--- src/hdl/slb_defines.svh ---
// select codes, command words, prbs seed and reset values of the link self-test block
`ifndef SLB_DEFINES_SVH
`define SLB_DEFINES_SVH

// oscillator select codes on the two select pins
`define SLB_OSC_EXT        2'h0
`define SLB_OSC_50         2'h1
`define SLB_OSC_25         2'h2
`define SLB_OSC_12P5       2'h3

// back-channel command words that put the far serializer into and out of its self test
`define SLB_CMD_TEST_ON    8'hA5
`define SLB_CMD_TEST_OFF   8'h5A

// prbs seed, shared by both ends of the pattern
`define SLB_PRBS_SEED      16'hACE1

// error counter reset value
`define SLB_ERR_RST        16'h0000

`endif

--- src/hdl/slb_pkg.sv ---
// types shared by the link self-test block
package slb_pkg;
    // test sequencer states, one-hot
    typedef enum logic [3:0] {
        SLB_IDLE = 4'b0001,
        SLB_CMD  = 4'b0010,
        SLB_WAIT = 4'b0100,
        SLB_RUN  = 4'b1000
    } slb_state_t;
endpackage

--- src/hdl/slb_bist.sv ---
// deserializer-side at-speed self test of the serial link
// Functional notes
// select pins choose external or internal test clock
// code 00 needs external clock at serializer
// entering test sends back-channel test command
// serializer then streams its prbs pattern
// system waits for lock before reading results
// result high when good, low half-cycle per fail
// consecutive fails toggle result each half-cycle
// accumulated error count kept during test
// serializer gpio0 flags control-channel errors
// window opens lock and enable, closes on enable
// local prbs copy checks each received payload after the first
`include "slb_defines.svh"

module slb_bist
    import slb_pkg::*;
#(
    parameter int PAYLOAD_W = 16,   // payload width in bits
    parameter int CNT_W     = 16    // error counter width
) (
    input  wire logic                 core_clk,
    input  wire logic                 rst,
    input  wire logic                 power_down_bar,   // low holds the block idle
    input  wire logic                 test_run_enable,  // pin, window width
    input  wire logic [1:0]           osc_sel,          // pin, test clock select
    input  wire logic                 link_locked,      // from the lock detector
    input  wire logic                 rx_valid,         // a payload arrived
    input  wire logic [PAYLOAD_W-1:0] rx_payload,       // the received payload
    input  wire logic                 cc_err_in,        // control-channel error pin of the far end
    output logic                      cmd_valid,        // back-channel command strobe
    output logic [7:0]                cmd_data,         // back-channel command word
    output logic                      osc_bypass,       // external clock is the test clock
    output logic [1:0]                osc_rate,         // internal rate: 1=50, 2=25, 3=12.5 MHz
    output logic                      test_result,      // pass flag pin level
    output logic [CNT_W-1:0]          err_count,        // accumulated payload errors
    output logic [CNT_W-1:0]          cc_err_count,     // accumulated control-channel errors
    output logic                      test_active       // window is open
);

    // =========================================================================
    // elaboration checks
    // =========================================================================
    if (PAYLOAD_W != 16) begin : g_bad_w
        $error("prbs taps assume a 16-bit payload");
    end
    if (CNT_W < 2) begin : g_bad_c
        $error("error counter too narrow");
    end

    // =========================================================================
    // pin synchronisers
    // =========================================================================
    logic [1:0] en_sq;   // enable pin, two stages
    logic [1:0] pd_sq;   // power-down pin, two stages
    logic [1:0] cc_sq;   // control-channel error pin
    logic [1:0] sel0_sq; // select bit 0
    logic [1:0] sel1_sq; // select bit 1

    // logic reads only the second stage of each chain, never a raw pin
    always_ff @(posedge core_clk or posedge rst) begin
        if (rst) begin
            en_sq   <= 2'h0;
            pd_sq   <= 2'h0;
            cc_sq   <= 2'h0;
            sel0_sq <= 2'h0;
            sel1_sq <= 2'h0;
        end else begin
            en_sq   <= {en_sq[0], test_run_enable};
            pd_sq   <= {pd_sq[0], power_down_bar};
            cc_sq   <= {cc_sq[0], cc_err_in};
            sel0_sq <= {sel0_sq[0], osc_sel[0]};
            sel1_sq <= {sel1_sq[0], osc_sel[1]};
        end
    end

    wire logic       en_s  = en_sq[1];
    wire logic       pd_s  = pd_sq[1];
    wire logic       cc_s  = cc_sq[1];
    wire logic [1:0] sel_s = {sel1_sq[1], sel0_sq[1]};

    // =========================================================================
    // prbs step, used by the checker for every payload
    // =========================================================================
    function automatic logic [15:0] prbs_next(input logic [15:0] s);
        logic [15:0] r;
        integer      i;
        r = s;
        for (i = 0; i < 16; i++) begin
            r = {r[14:0], r[15] ^ r[13] ^ r[12] ^ r[10]};
        end
        return r;
    endfunction

    // =========================================================================
    // sequencer and checker state
    // =========================================================================
    slb_state_t           st_q, st_d;
    logic [15:0]          prbs_q, prbs_d;     // expected next payload
    logic                 sync_q, sync_d;     // checker aligned to stream
    logic [CNT_W-1:0]     err_q, err_d;
    logic [CNT_W-1:0]     cce_q, cce_d;
    logic                 fail_q, fail_d;     // payload just failed
    logic                 cmdv_q, cmdv_d;
    logic [7:0]           cmdd_q, cmdd_d;
    logic                 bypass_q, bypass_d;
    logic [1:0]           rate_q, rate_d;
    logic                 cc_prev_q;

    // next-state logic for the whole test
    always_comb begin
        st_d     = st_q;
        prbs_d   = prbs_q;
        sync_d   = sync_q;
        err_d    = err_q;
        cce_d    = cce_q;
        fail_d   = 1'b0;
        cmdv_d   = 1'b0;
        cmdd_d   = cmdd_q;
        bypass_d = bypass_q;
        rate_d   = rate_q;
        case (st_q)
            SLB_IDLE: begin
                if (en_s && pd_s) begin
                    // latch clock choice for the whole test
                    bypass_d = (sel_s == `SLB_OSC_EXT);
                    rate_d   = sel_s;
                    err_d    = CNT_W'(`SLB_ERR_RST);
                    cce_d    = CNT_W'(`SLB_ERR_RST);
                    sync_d   = 1'b0;
                    st_d     = SLB_CMD;
                end
            end
            SLB_CMD: begin
                // one command word tells the serializer to start its pattern
                cmdv_d = 1'b1;
                cmdd_d = `SLB_CMD_TEST_ON;
                st_d   = SLB_WAIT;
            end
            SLB_WAIT: begin
                // lock may take ms; the sequencer waits here for it
                if (!en_s) begin
                    st_d = SLB_IDLE;
                end else if (link_locked) begin
                    st_d = SLB_RUN;
                end
            end
            SLB_RUN: begin
                if (!en_s) begin
                    // window closed: later errors are not counted
                    cmdv_d = 1'b1;
                    cmdd_d = `SLB_CMD_TEST_OFF;
                    st_d   = SLB_IDLE;
                end else begin
                    if (rx_valid) begin
                        if (!sync_q) begin
                            // first payload after lock seeds the local copy
                            prbs_d = prbs_next(rx_payload);
                            sync_d = 1'b1;
                        end else begin
                            prbs_d = prbs_next(prbs_q);
                            if (rx_payload != prbs_q) begin
                                fail_d = 1'b1;
                                if (err_q != {CNT_W{1'b1}}) begin        // saturate
                                    err_d = err_q + 1'b1;
                                end
                            end
                        end
                    end
                    // count rising edges of the far end's error pin
                    if (cc_s && !cc_prev_q && cce_q != {CNT_W{1'b1}}) begin
                        cce_d = cce_q + 1'b1;
                    end
                end
            end
            default: st_d = SLB_IDLE;
        endcase
        // power-down wins over every state; a command set in this same cycle still goes out
        if (!pd_s) begin
            st_d = SLB_IDLE;
        end
    end

    // registers of the sequencer and checker
    always_ff @(posedge core_clk or posedge rst) begin
        if (rst) begin
            st_q      <= SLB_IDLE;
            prbs_q    <= `SLB_PRBS_SEED;
            sync_q    <= 1'b0;
            err_q     <= CNT_W'(`SLB_ERR_RST);
            cce_q     <= CNT_W'(`SLB_ERR_RST);
            fail_q    <= 1'b0;
            cmdv_q    <= 1'b0;
            cmdd_q    <= 8'h00;
            bypass_q  <= 1'b0;
            rate_q    <= 2'h0;
            cc_prev_q <= 1'b0;
        end else begin
            st_q      <= st_d;
            prbs_q    <= prbs_d;
            sync_q    <= sync_d;
            err_q     <= err_d;
            cce_q     <= cce_d;
            fail_q    <= fail_d;
            cmdv_q    <= cmdv_d;
            cmdd_q    <= cmdd_d;
            bypass_q  <= bypass_d;
            rate_q    <= rate_d;
            cc_prev_q <= cc_s;
        end
    end

    // =========================================================================
    // result flag: low in the second half of a failing cycle
    // =========================================================================
    // a falling-edge and a rising-edge toggle register both follow the fail flag;
    // they differ only from the falling edge to the next rising edge, so the pin
    // drops for half a cycle per fail and back-to-back fails toggle it each half
    // cycle, without the clock itself entering the data path
    logic res_p_q, res_p_d;   // toggles on the rising edge after a fail cycle
    logic res_n_q, res_n_d;   // toggles on the falling edge of a fail cycle

    // next values of both toggle registers
    always_comb begin
        res_p_d = res_p_q ^ fail_q;
        res_n_d = res_n_q ^ fail_q;
    end

    // rising-edge half of the pulse pair
    always_ff @(posedge core_clk or posedge rst) begin
        if (rst) begin
            res_p_q <= 1'b0;
        end else begin
            res_p_q <= res_p_d;
        end
    end

    // falling-edge half of the pulse pair
    always_ff @(negedge core_clk or posedge rst) begin
        if (rst) begin
            res_n_q <= 1'b0;
        end else begin
            res_n_q <= res_n_d;
        end
    end

    // stays high for good payloads and outside the window, except just after a payload fails in the cycle power-down leaves SLB_RUN
    assign test_result  = ~(res_p_q ^ res_n_q);
    assign err_count    = err_q;
    assign cc_err_count = cce_q;
    assign cmd_valid    = cmdv_q;
    assign cmd_data     = cmdd_q;
    assign osc_bypass   = bypass_q;
    assign osc_rate     = rate_q;
    assign test_active  = (st_q == SLB_RUN);

endmodule // slb_bist

--- config.mk ---
export PLATFORM = sky130hd
export DESIGN_NAME = slb_bist
export DESIGN_NICKNAME = d
export VERILOG_FILES = /design/src/hdl/slb_pkg.sv /design/src/hdl/slb_bist.sv
export VERILOG_INCLUDE_DIRS = /design/src /design/src/hdl
export SDC_FILE = /design/constraint.sdc
export NUM_CORES = 1
export LEC_CHECK = 0
export ABC_AREA = 1
export ABC_CLOCK_PERIOD_IN_PS = 3040
export BUFFER_PORTS_ARGS = -buffer_cell sky130_fd_sc_hd__buf_2
export CAP_MARGIN = 25
export CORE_UTILIZATION = 44
export DETAILED_ROUTE_END_ITERATION = 10
export PLACE_DENSITY = 0.74
export SLEW_MARGIN = 20
export SYNTH_ARGS = -nofsm -noshare
export SYNTH_HDL_FRONTEND = slang
export SYNTH_SLANG_ARGS = --single-unit
--- constraint.sdc ---
create_clock -name core_clk -period 3.04 [get_ports core_clk]
set_input_delay 0.912 -clock core_clk [delete_from_list [all_inputs] [get_ports core_clk]]
set_output_delay 0.912 -clock core_clk [all_outputs]
set_load 0.1 [all_outputs]
# Word level (Yosys, flattened, before mapping)

Cells that the tools add are included.

Register bits: 79
Bits of input ports: 25
Logic and storage cells: 182

Add/subtract/negate cells: 2
Eq/ne operators: 18
Mux-type cells: 30
Bitwise operators: 100
Reductions and logical operators: 14

Operator list:

| operator                                            | number |
|---|---|
| 2-to-1 mux 16 bit                                   | 9 |
| bitwise XOR 1 bit                                   | 99 |
| case mux 16 bit (2 select lines)                    | 2 |
| adder 16 x 1 -> 16 bit, second input constant       | 2 |
| != test 16 bit, second input constant               | 2 |
| 2-to-1 mux 4 bit                                    | 5 |
| != test 16 bit                                      | 1 |
| case mux 4 bit (4 select lines)                     | 1 |
| case mux 8 bit (2 select lines)                     | 1 |
| != test 2 x 1 -> 1 bit, second input constant       | 5 |
| 2-to-1 mux 1 bit                                    | 9 |
| 2-to-1 mux 8 bit                                    | 1 |
| AND reduction 4 bit                                 | 2 |
| AND reduction 7 bit                                 | 1 |
| != test 2 bit, second input constant                | 3 |
| != test 3 bit, second input constant                | 2 |
| AND reduction 3 bit                                 | 2 |
| equality test 4 x 1 -> 1 bit, second input constant | 1 |
| equality test 4 x 2 -> 1 bit, second input constant | 1 |
| equality test 4 x 3 -> 1 bit, second input constant | 1 |
| equality test 4 bit, second input constant          | 1 |
| != test 4 bit, second input constant                | 1 |
| case mux 1 bit (2 select lines)                     | 2 |
| AND reduction 2 bit                                 | 2 |
| 5 further kinds                                     | 8 |

# Longest topological paths before layout

Gate-level depths: netlist of the first run.

Depth in word-level cells: 7
Gate-level depth with buffers: 14

==> results of run 1 <==
-- per-layer routing --
metal	GRT usage	part of all wire	vias up
met1	0.286	0.47	2033
met3	0.0325	0.055	16
met5	0	0	-
li1	-	-	2306
met2	0.338	0.46	136
met4	0.0820	0.013	0
-- synth_stat cells, types with 2 or more instances --
master	count
nand3b_1	2
nand3_1	61
nor2_4	2
o21ai_0	20
nor2_2	2
buf_6	3
o21ai_4	2
nand2_4	2
o21ai_1	7
clkbuf_2	4
inv_2	6
inv_1	49
nor3_1	11
nand4_1	9
a31oi_1	2
nand2_1	243
xnor2_1	52
buf_4	8
nor2_1	61
a21oi_1	12
buf_2	11
dfstp_2	9
nand2_2	6
xor2_1	35
ha_1	2
clkbuf_1	3
dfrtp_1	63
-- where the power goes --
part | internal [mW] | total [mW] | switching, mW
Combinational | 0.171 | 0.684 | 0.514
Sequential | 1.02 | 1.06 | 0.0393
Clock | 0.597 | 0.998 | 0.401
-- timing repair --
item | in CTS | in global routing
setup buffers | 0 | 0
endpoints found under the setup margin | 1 | 1
endpoints found under the hold margin | 0 | 0
resized for setup | 0 | 0
-- registers in the layout, summed over array words and instances (netlist names) --
register	flops
cc_err_count	16
err_count	16
prbs_q	16
st_q	4
cc_sq	2
cmd_data	2
en_sq	2
osc_rate	2
pd_sq	2
sel0_sq	2
sel1_sq	2
cc_prev_q	1
cmd_valid	1
fail_q	1
osc_bypass	1
res_n_q	1
res_p_q	1
sync_q	1
-- logic make-up (layout without fill, tap and decap cells) --
group	Yosys count	count (layout)
flops	73	73
buf+inv	86	147
xor+xnor	87	87
compound gates	47	47
simple gates	402	402
fa+ha+maj	2	2
-- layout make-up --
cell class | instances | share of cell area
clock inverter | 2 | 0.00220
timing repair buffer | 75 | 0.0709
multi-input combinational | 538 | 0.489
inverter | 56 | 0.0376
sequential | 73 | 0.323
tap | 140 | 0.0308
clock buffer | 14 | 0.0464
-- layout by cell type, fill, tap and decap left out, types with 6 or more instances in the layout --
| cell type | instances |
|---|---|
| nand3_1 | 61 |
| nand4_1 | 9 |
| clkbuf_16 | 9 |
| xor2_1 | 35 |
| a21oi_1 | 12 |
| dfrtp_1 | 63 |
| o21ai_1 | 7 |
| inv_2 | 6 |
| o21ai_0 | 20 |
| dfstp_2 | 9 |
| nand2_2 | 6 |
| nor3_1 | 11 |
| xnor2_1 | 51 |
| nand2_1 | 243 |
| buf_2 | 69 |
| nor2_1 | 61 |
| inv_1 | 48 |
-- per-stage QoR --
step | hold slack (ns) | utilization | instance area [µm²] | cells
4_1_cts | 0.347 | 0.520 | 5680 | 898
3_5_place_dp | 0.337 | 0.495 | 5410 | 882
6_report | 0.343 | 0.520 | 5680 | 898
2_1_floorplan | 0.331 | - | 5010 | 697
3_3_place_gp | 0.333 | 0.495 | 5410 | 882
5_1_grt | 0.348 | 0.520 | 5680 | 898
-- worst min-delay path by stage --
stage	start	endpoint	slack, ns	cells after the start
after floorplan	cc_sq[0]	cc_sq[1]	0.33	0
after global placement	cc_sq[0]	cc_sq[1]	0.33	0
after detailed placement	cc_sq[0]	cc_sq[1]	0.34	0
after CTS	cc_sq[0]	cc_sq[1]	0.35	0
after global routing	cc_sq[0]	cc_sq[1]	0.35	0
final	cc_sq[0]	cc_sq[1]	0.34	0
==> impl_metrics.ini, run 1 <==
[status]
status = complete, but fails checks
failed_checks = negative setup slack

[global_routing]
grt_pass1_vias = 3955
grt_pass1_wl_mm = 19.2
antenna_found_initial = 0
grt_usage = 0.211
grt_max_degree = 73
grt.overflow.total = 0

[route]
drt_iter0_markers = 316
dr.pass1.iters = 5
ant_nets = 0
avgRoutedWirePerCell_um = 13.0
viasPerCell = 5.00
wl_mm = 11.7
drc = 0
num_vias = 4491

[floorplanning]
initial_core_util = 0.456
rows = 38
core_um2 = 10900
dieWidth_um = 109
io_pins = 71
die_area_um2 = 11800
die_h_um = 109

[yosys]
async_flop_share = 1.00
synth_nets = 724
synth_xor_area_frac = 0.153
synth_compound_area_frac = 0.0544
yosys.area.top_type = dfrtp_1
yosys.cell_types.count = 37
synth_top_family_by_area = simple AND/OR/NAND/NOR gates
synthAdderAreaFrac = 0.00501
synth.area.mux_share = 0
yosys-top-cells-area = dfrtp_1, nand2_1, xnor2_1
synth_cells = 697
synth_top_area_share = 0.316
ys.flop_type = dfrtp_1
synth_simple_gate_area_share = 0.341
synth_edf_count = 0
ys_warn_count = 0
ys_seq_area_frac = 0.368
syn_area_um2 = 4990
avgSynthCellArea_um2 = 7.16
ys_ff_latch = 73

[worst_setup_path]
end_kind = primary output
r2r_start = fail_q
critical_path_class = flop to primary output
r2r_slack_ns = 0.80
path_delay_family = flip-flops
slowest_stage = dfrtn_1
start_kind = flop
reg2reg_to = res_n_q
cp_cell_sequence = xnor2_4, buf_12
required_ns = 2.13
worst_ep_arrival_time_ns = 2.68
cpPeakStageDelay_ns = 0.49
path_depth = 2
timing.critical_path.to = test_result
cp-startpoint = res_n_q
reg2reg_depth = 1
cp_num_buf_inv = 1
path_max_fanout = 2

[final_layout]
antenna_cells = 0
fillers = 1084
drive_gt1_frac = 0.161
final_nets = 780
multiInputGateArea_um2 = 2780
register_area_um2 = 1840
syn_to_final_growth_pct = 13.9

[sta]
rsz0062_at_grt = true
finalSetupTns_ns = -0.553
finalHoldViolCount = 0
finalWorstSetupSlack_ns = -0.553
finalMaxSlewViolations = 0
finalSetupViolCount = 1
slew_headroom = 0.383
clock_skew_ns = 0.00875
worstMarginPinSlew_ns = 0.925

[clock_tree]
cts.sinks = 73
cts-hold-fix-buffers = 0
ctsHtreeMaxLevel = 3
cts_root_buffer = clkbuf_16
clk_latency_ns = 0.34
path_clk_slew_ns = 0.06
cts-buffers-inserted = 9
cts_tree = yes
clk_path_buf_depth = 2

[min_path]
min_path_type = flop to flop

[placed_design]
portBuffers = 70
gp_congestion = 0.855
dp_hpwl_mm = 8.40
pre_cts_ws_ns = -0.201

[pwr]
ir_worst_vdd_v = 0.000627
power_mw = 2.74
leakage_nw = 2.79
powerDensity_nw_per_um2 = 482

[run]
drv_cap = 0
Power figures use the tool's default switching activity.
==> run 2, diff against run 1 <==
Settings changed: ABC_AREA 1 to 0, CORE_UTILIZATION 44 to 33, PLACE_DENSITY 0.74 to 0.61.
==> run 2 against run 1 <==
The run still ends with negative setup slack left. Final cell count decreased by 22%. Sequential share of layout area grew 3.5 points. Non-clock buffer count increased by 2. Register-to-register slack worse by 0.45 ns. Highest routed layer unchanged. First-iteration DRC count decreased by 50%. Utilization fell by 12 points. Count of clock-buffer cells in the layout down 4. Clock power is 16% higher. Power fell by 0.84%.
==> impl_metrics.ini, run 2 <==
[global_routing]
grt_pass1_vias = 3509
grt_usage = 0.163
grt.overflow.total = 0
grt_pass1_wl_mm = 17.0
antenna_found_initial = 0
grt_max_degree = 73

[clock_tree]
clk_path_buf_depth = 2
ctsHtreeMaxLevel = 3
post_cts_resized = 0
clk_latency_ns = 0.34
cts-hold-fix-buffers = 0
path_clk_slew_ns = 0.06
cts.sinks = 73
cts_setup_buffers = 0
cts-buffers-inserted = 9
cts_tree = yes
cts_root_buffer = clkbuf_16

[route]
ant_nets = 0
num_vias = 3610
drt_iter0_markers = 158
wl_mm = 10.4
drc = 0
avgRoutedWirePerCell_um = 14.8
dr.pass1.iters = 4
viasPerCell = 5.14

[final_layout]
layout_common_cells = xnor2_1, buf_2, dfrtp_1
final_common_cell = xnor2_1
antenna_cells = 0
finish.utilization = 0.404
final_nets = 553
drive_gt1_frac = 0.205
syn_to_final_growth_pct = 18.4
fillers = 1307

[placed_design]
gp_congestion = 0.864
dp_hpwl_mm = 7.39
portBuffers = 70
pre_cts_ws_ns = -0.203

[sta]
rsz0062_at_grt = true
finalSetupTns_ns = -0.557
finalWorstSetupSlack_ns = -0.557
timing.hold.ws_ns = 0.348
finalSetupViolCount = 1
clock_skew_ns = 0.00653
slew_headroom = 0.389
worstMarginPinSlew_ns = 0.917
finalHoldViolCount = 0
finalMaxSlewViolations = 0

[yosys]
syn_area_um2 = 4340
synth_most_common_cell = xnor2_1
synth_cells = 474
avgSynthCellArea_um2 = 9.15
async_flop_share = 1.00
yosys.area.top_type = dfrtp_1
ys_seq_area_frac = 0.424
ys.flop_type = dfrtp_1
synth_edf_count = 0
synth_common_cells = xnor2_1, dfrtp_1, o21ai_0
yosys.cell_types.count = 48
yosys-top-cells-area = dfrtp_1, xnor2_1, dfstp_2
ys_ff_latch = 73
ys_warn_count = 0
synth_nets = 501
synth_top_area_share = 0.364

[floorplanning]
rows = 41
dieWidth_um = 117
initial_core_util = 0.341
core_um2 = 12700
die_h_um = 117
die_area_um2 = 13600
io_pins = 71

[worst_setup_path]
worst_ep_arrival_time_ns = 2.68
cp-startpoint = res_n_q
path_max_fanout = 2
end_kind = primary output
critical_path_class = flop to primary output
start_kind = flop
required_ns = 2.13
r2r_start = st_q[3]

[status]
failed_checks = negative setup slack
status = complete, but fails checks

[pwr]
power_mw = 2.72
clock_power_share = 0.428
switching_share = 0.324
powerDensity_nw_per_um2 = 529
leakage_nw = 2.17
combPwrFrac = 0.196
internal_power_mw = 1.84
p_sw_uw = 880
ir_worst_vdd_v = 0.000270
seqPwrFrac = 0.376

[run]
drv_cap = 0

[min_path]
min_from = sel0_sq[0]
min_path_type = flop to flop
-- run 2: cell count changes after synthesis, moves of 22 or more --
cell	previous run	this run
nand3_1	61	26
inv_1	49	12
nor2_1	61	20
xnor2_1	52	79
clkbuf_1	3	25
a21oi_1	12	38
nand2_1	243	34
-- run 2: per-stage QoR --
step / cells / area (µm²)
global route: 703 / 5140
floorplan: 474 / 4360
finish: 703 / 5140
CTS: 703 / 5140
detailed placement: 687 / 4820
global placement: 687 / 4820
-- run 2: kinds of logic (layout without fill, tap and decap cells) --
| logic type | after synthesis | after routing | synth area share |
|---|---|---|---|
| adders and majority gates | 2 | 2 | 0.00577 |
| xor gates and xnor gates | 101 | 101 | 0.204 |
| and+or+nand+nor | 142 | 142 | 0.174 |
| buffers and inverters | 49 | 106 | 0.0519 |
| AOI/OAI and AO/OA | 103 | 103 | 0.132 |
| muxes | 4 | 4 | 0.00923 |
| DFF | 73 | 73 | 0.424 |
-- run 2: critical path: stages, from the launching register on --
cell,delay [ns]
dfrtn_1,0.49
xnor2_4,0.14
buf_12,0.19
-- run 2: final cells by class --
type	count	area [µm²]	area share
multi-input combinational	352	2290	0.446
sequential	73	1840	0.358
timing repair buffer	77	418	0.0814
clock buffer	10	229	0.0446
tap	172	215	0.0419
clock inverter	6	90.1	0.0175
inverter	13	53.8	0.0105
-- run 2: worst paths after layout --
check	cells after the start	slack, ns	to
setup / recovery	2	-0.56	test_result
hold / removal	0	0.35	sel0_sq[1]
setup reg to reg	8	0.35	err_count[7]
hold reg to reg	0	0.35	sel0_sq[1]
max in group asynchronous	2	1.04	res_n_q
min in group asynchronous	3	0.96	prbs_q[12]
-- run 2: metal layers --
metal | track usage | part of all wire | up-vias
li1 | - | - | 1747
met1 | 0.214 | 0.48 | 1763
met2 | 0.258 | 0.47 | 84
met3 | 0.0441 | 0.036 | 16
met4 | 0.0574 | 0.015 | 0
met5 | 0 | 0 | -
-- run 2: power groups by stage --
stage                     Clock [mW]  Combinational (mW)  Sequential, mW
after floorplan                    0               0.361            1.14
after global placement             0               0.533            1.04
after detailed placement           0               0.534            1.04
after CTS                       1.18               0.536            1.02
after global routing            1.23               0.562            1.03
final                           1.16               0.532            1.02
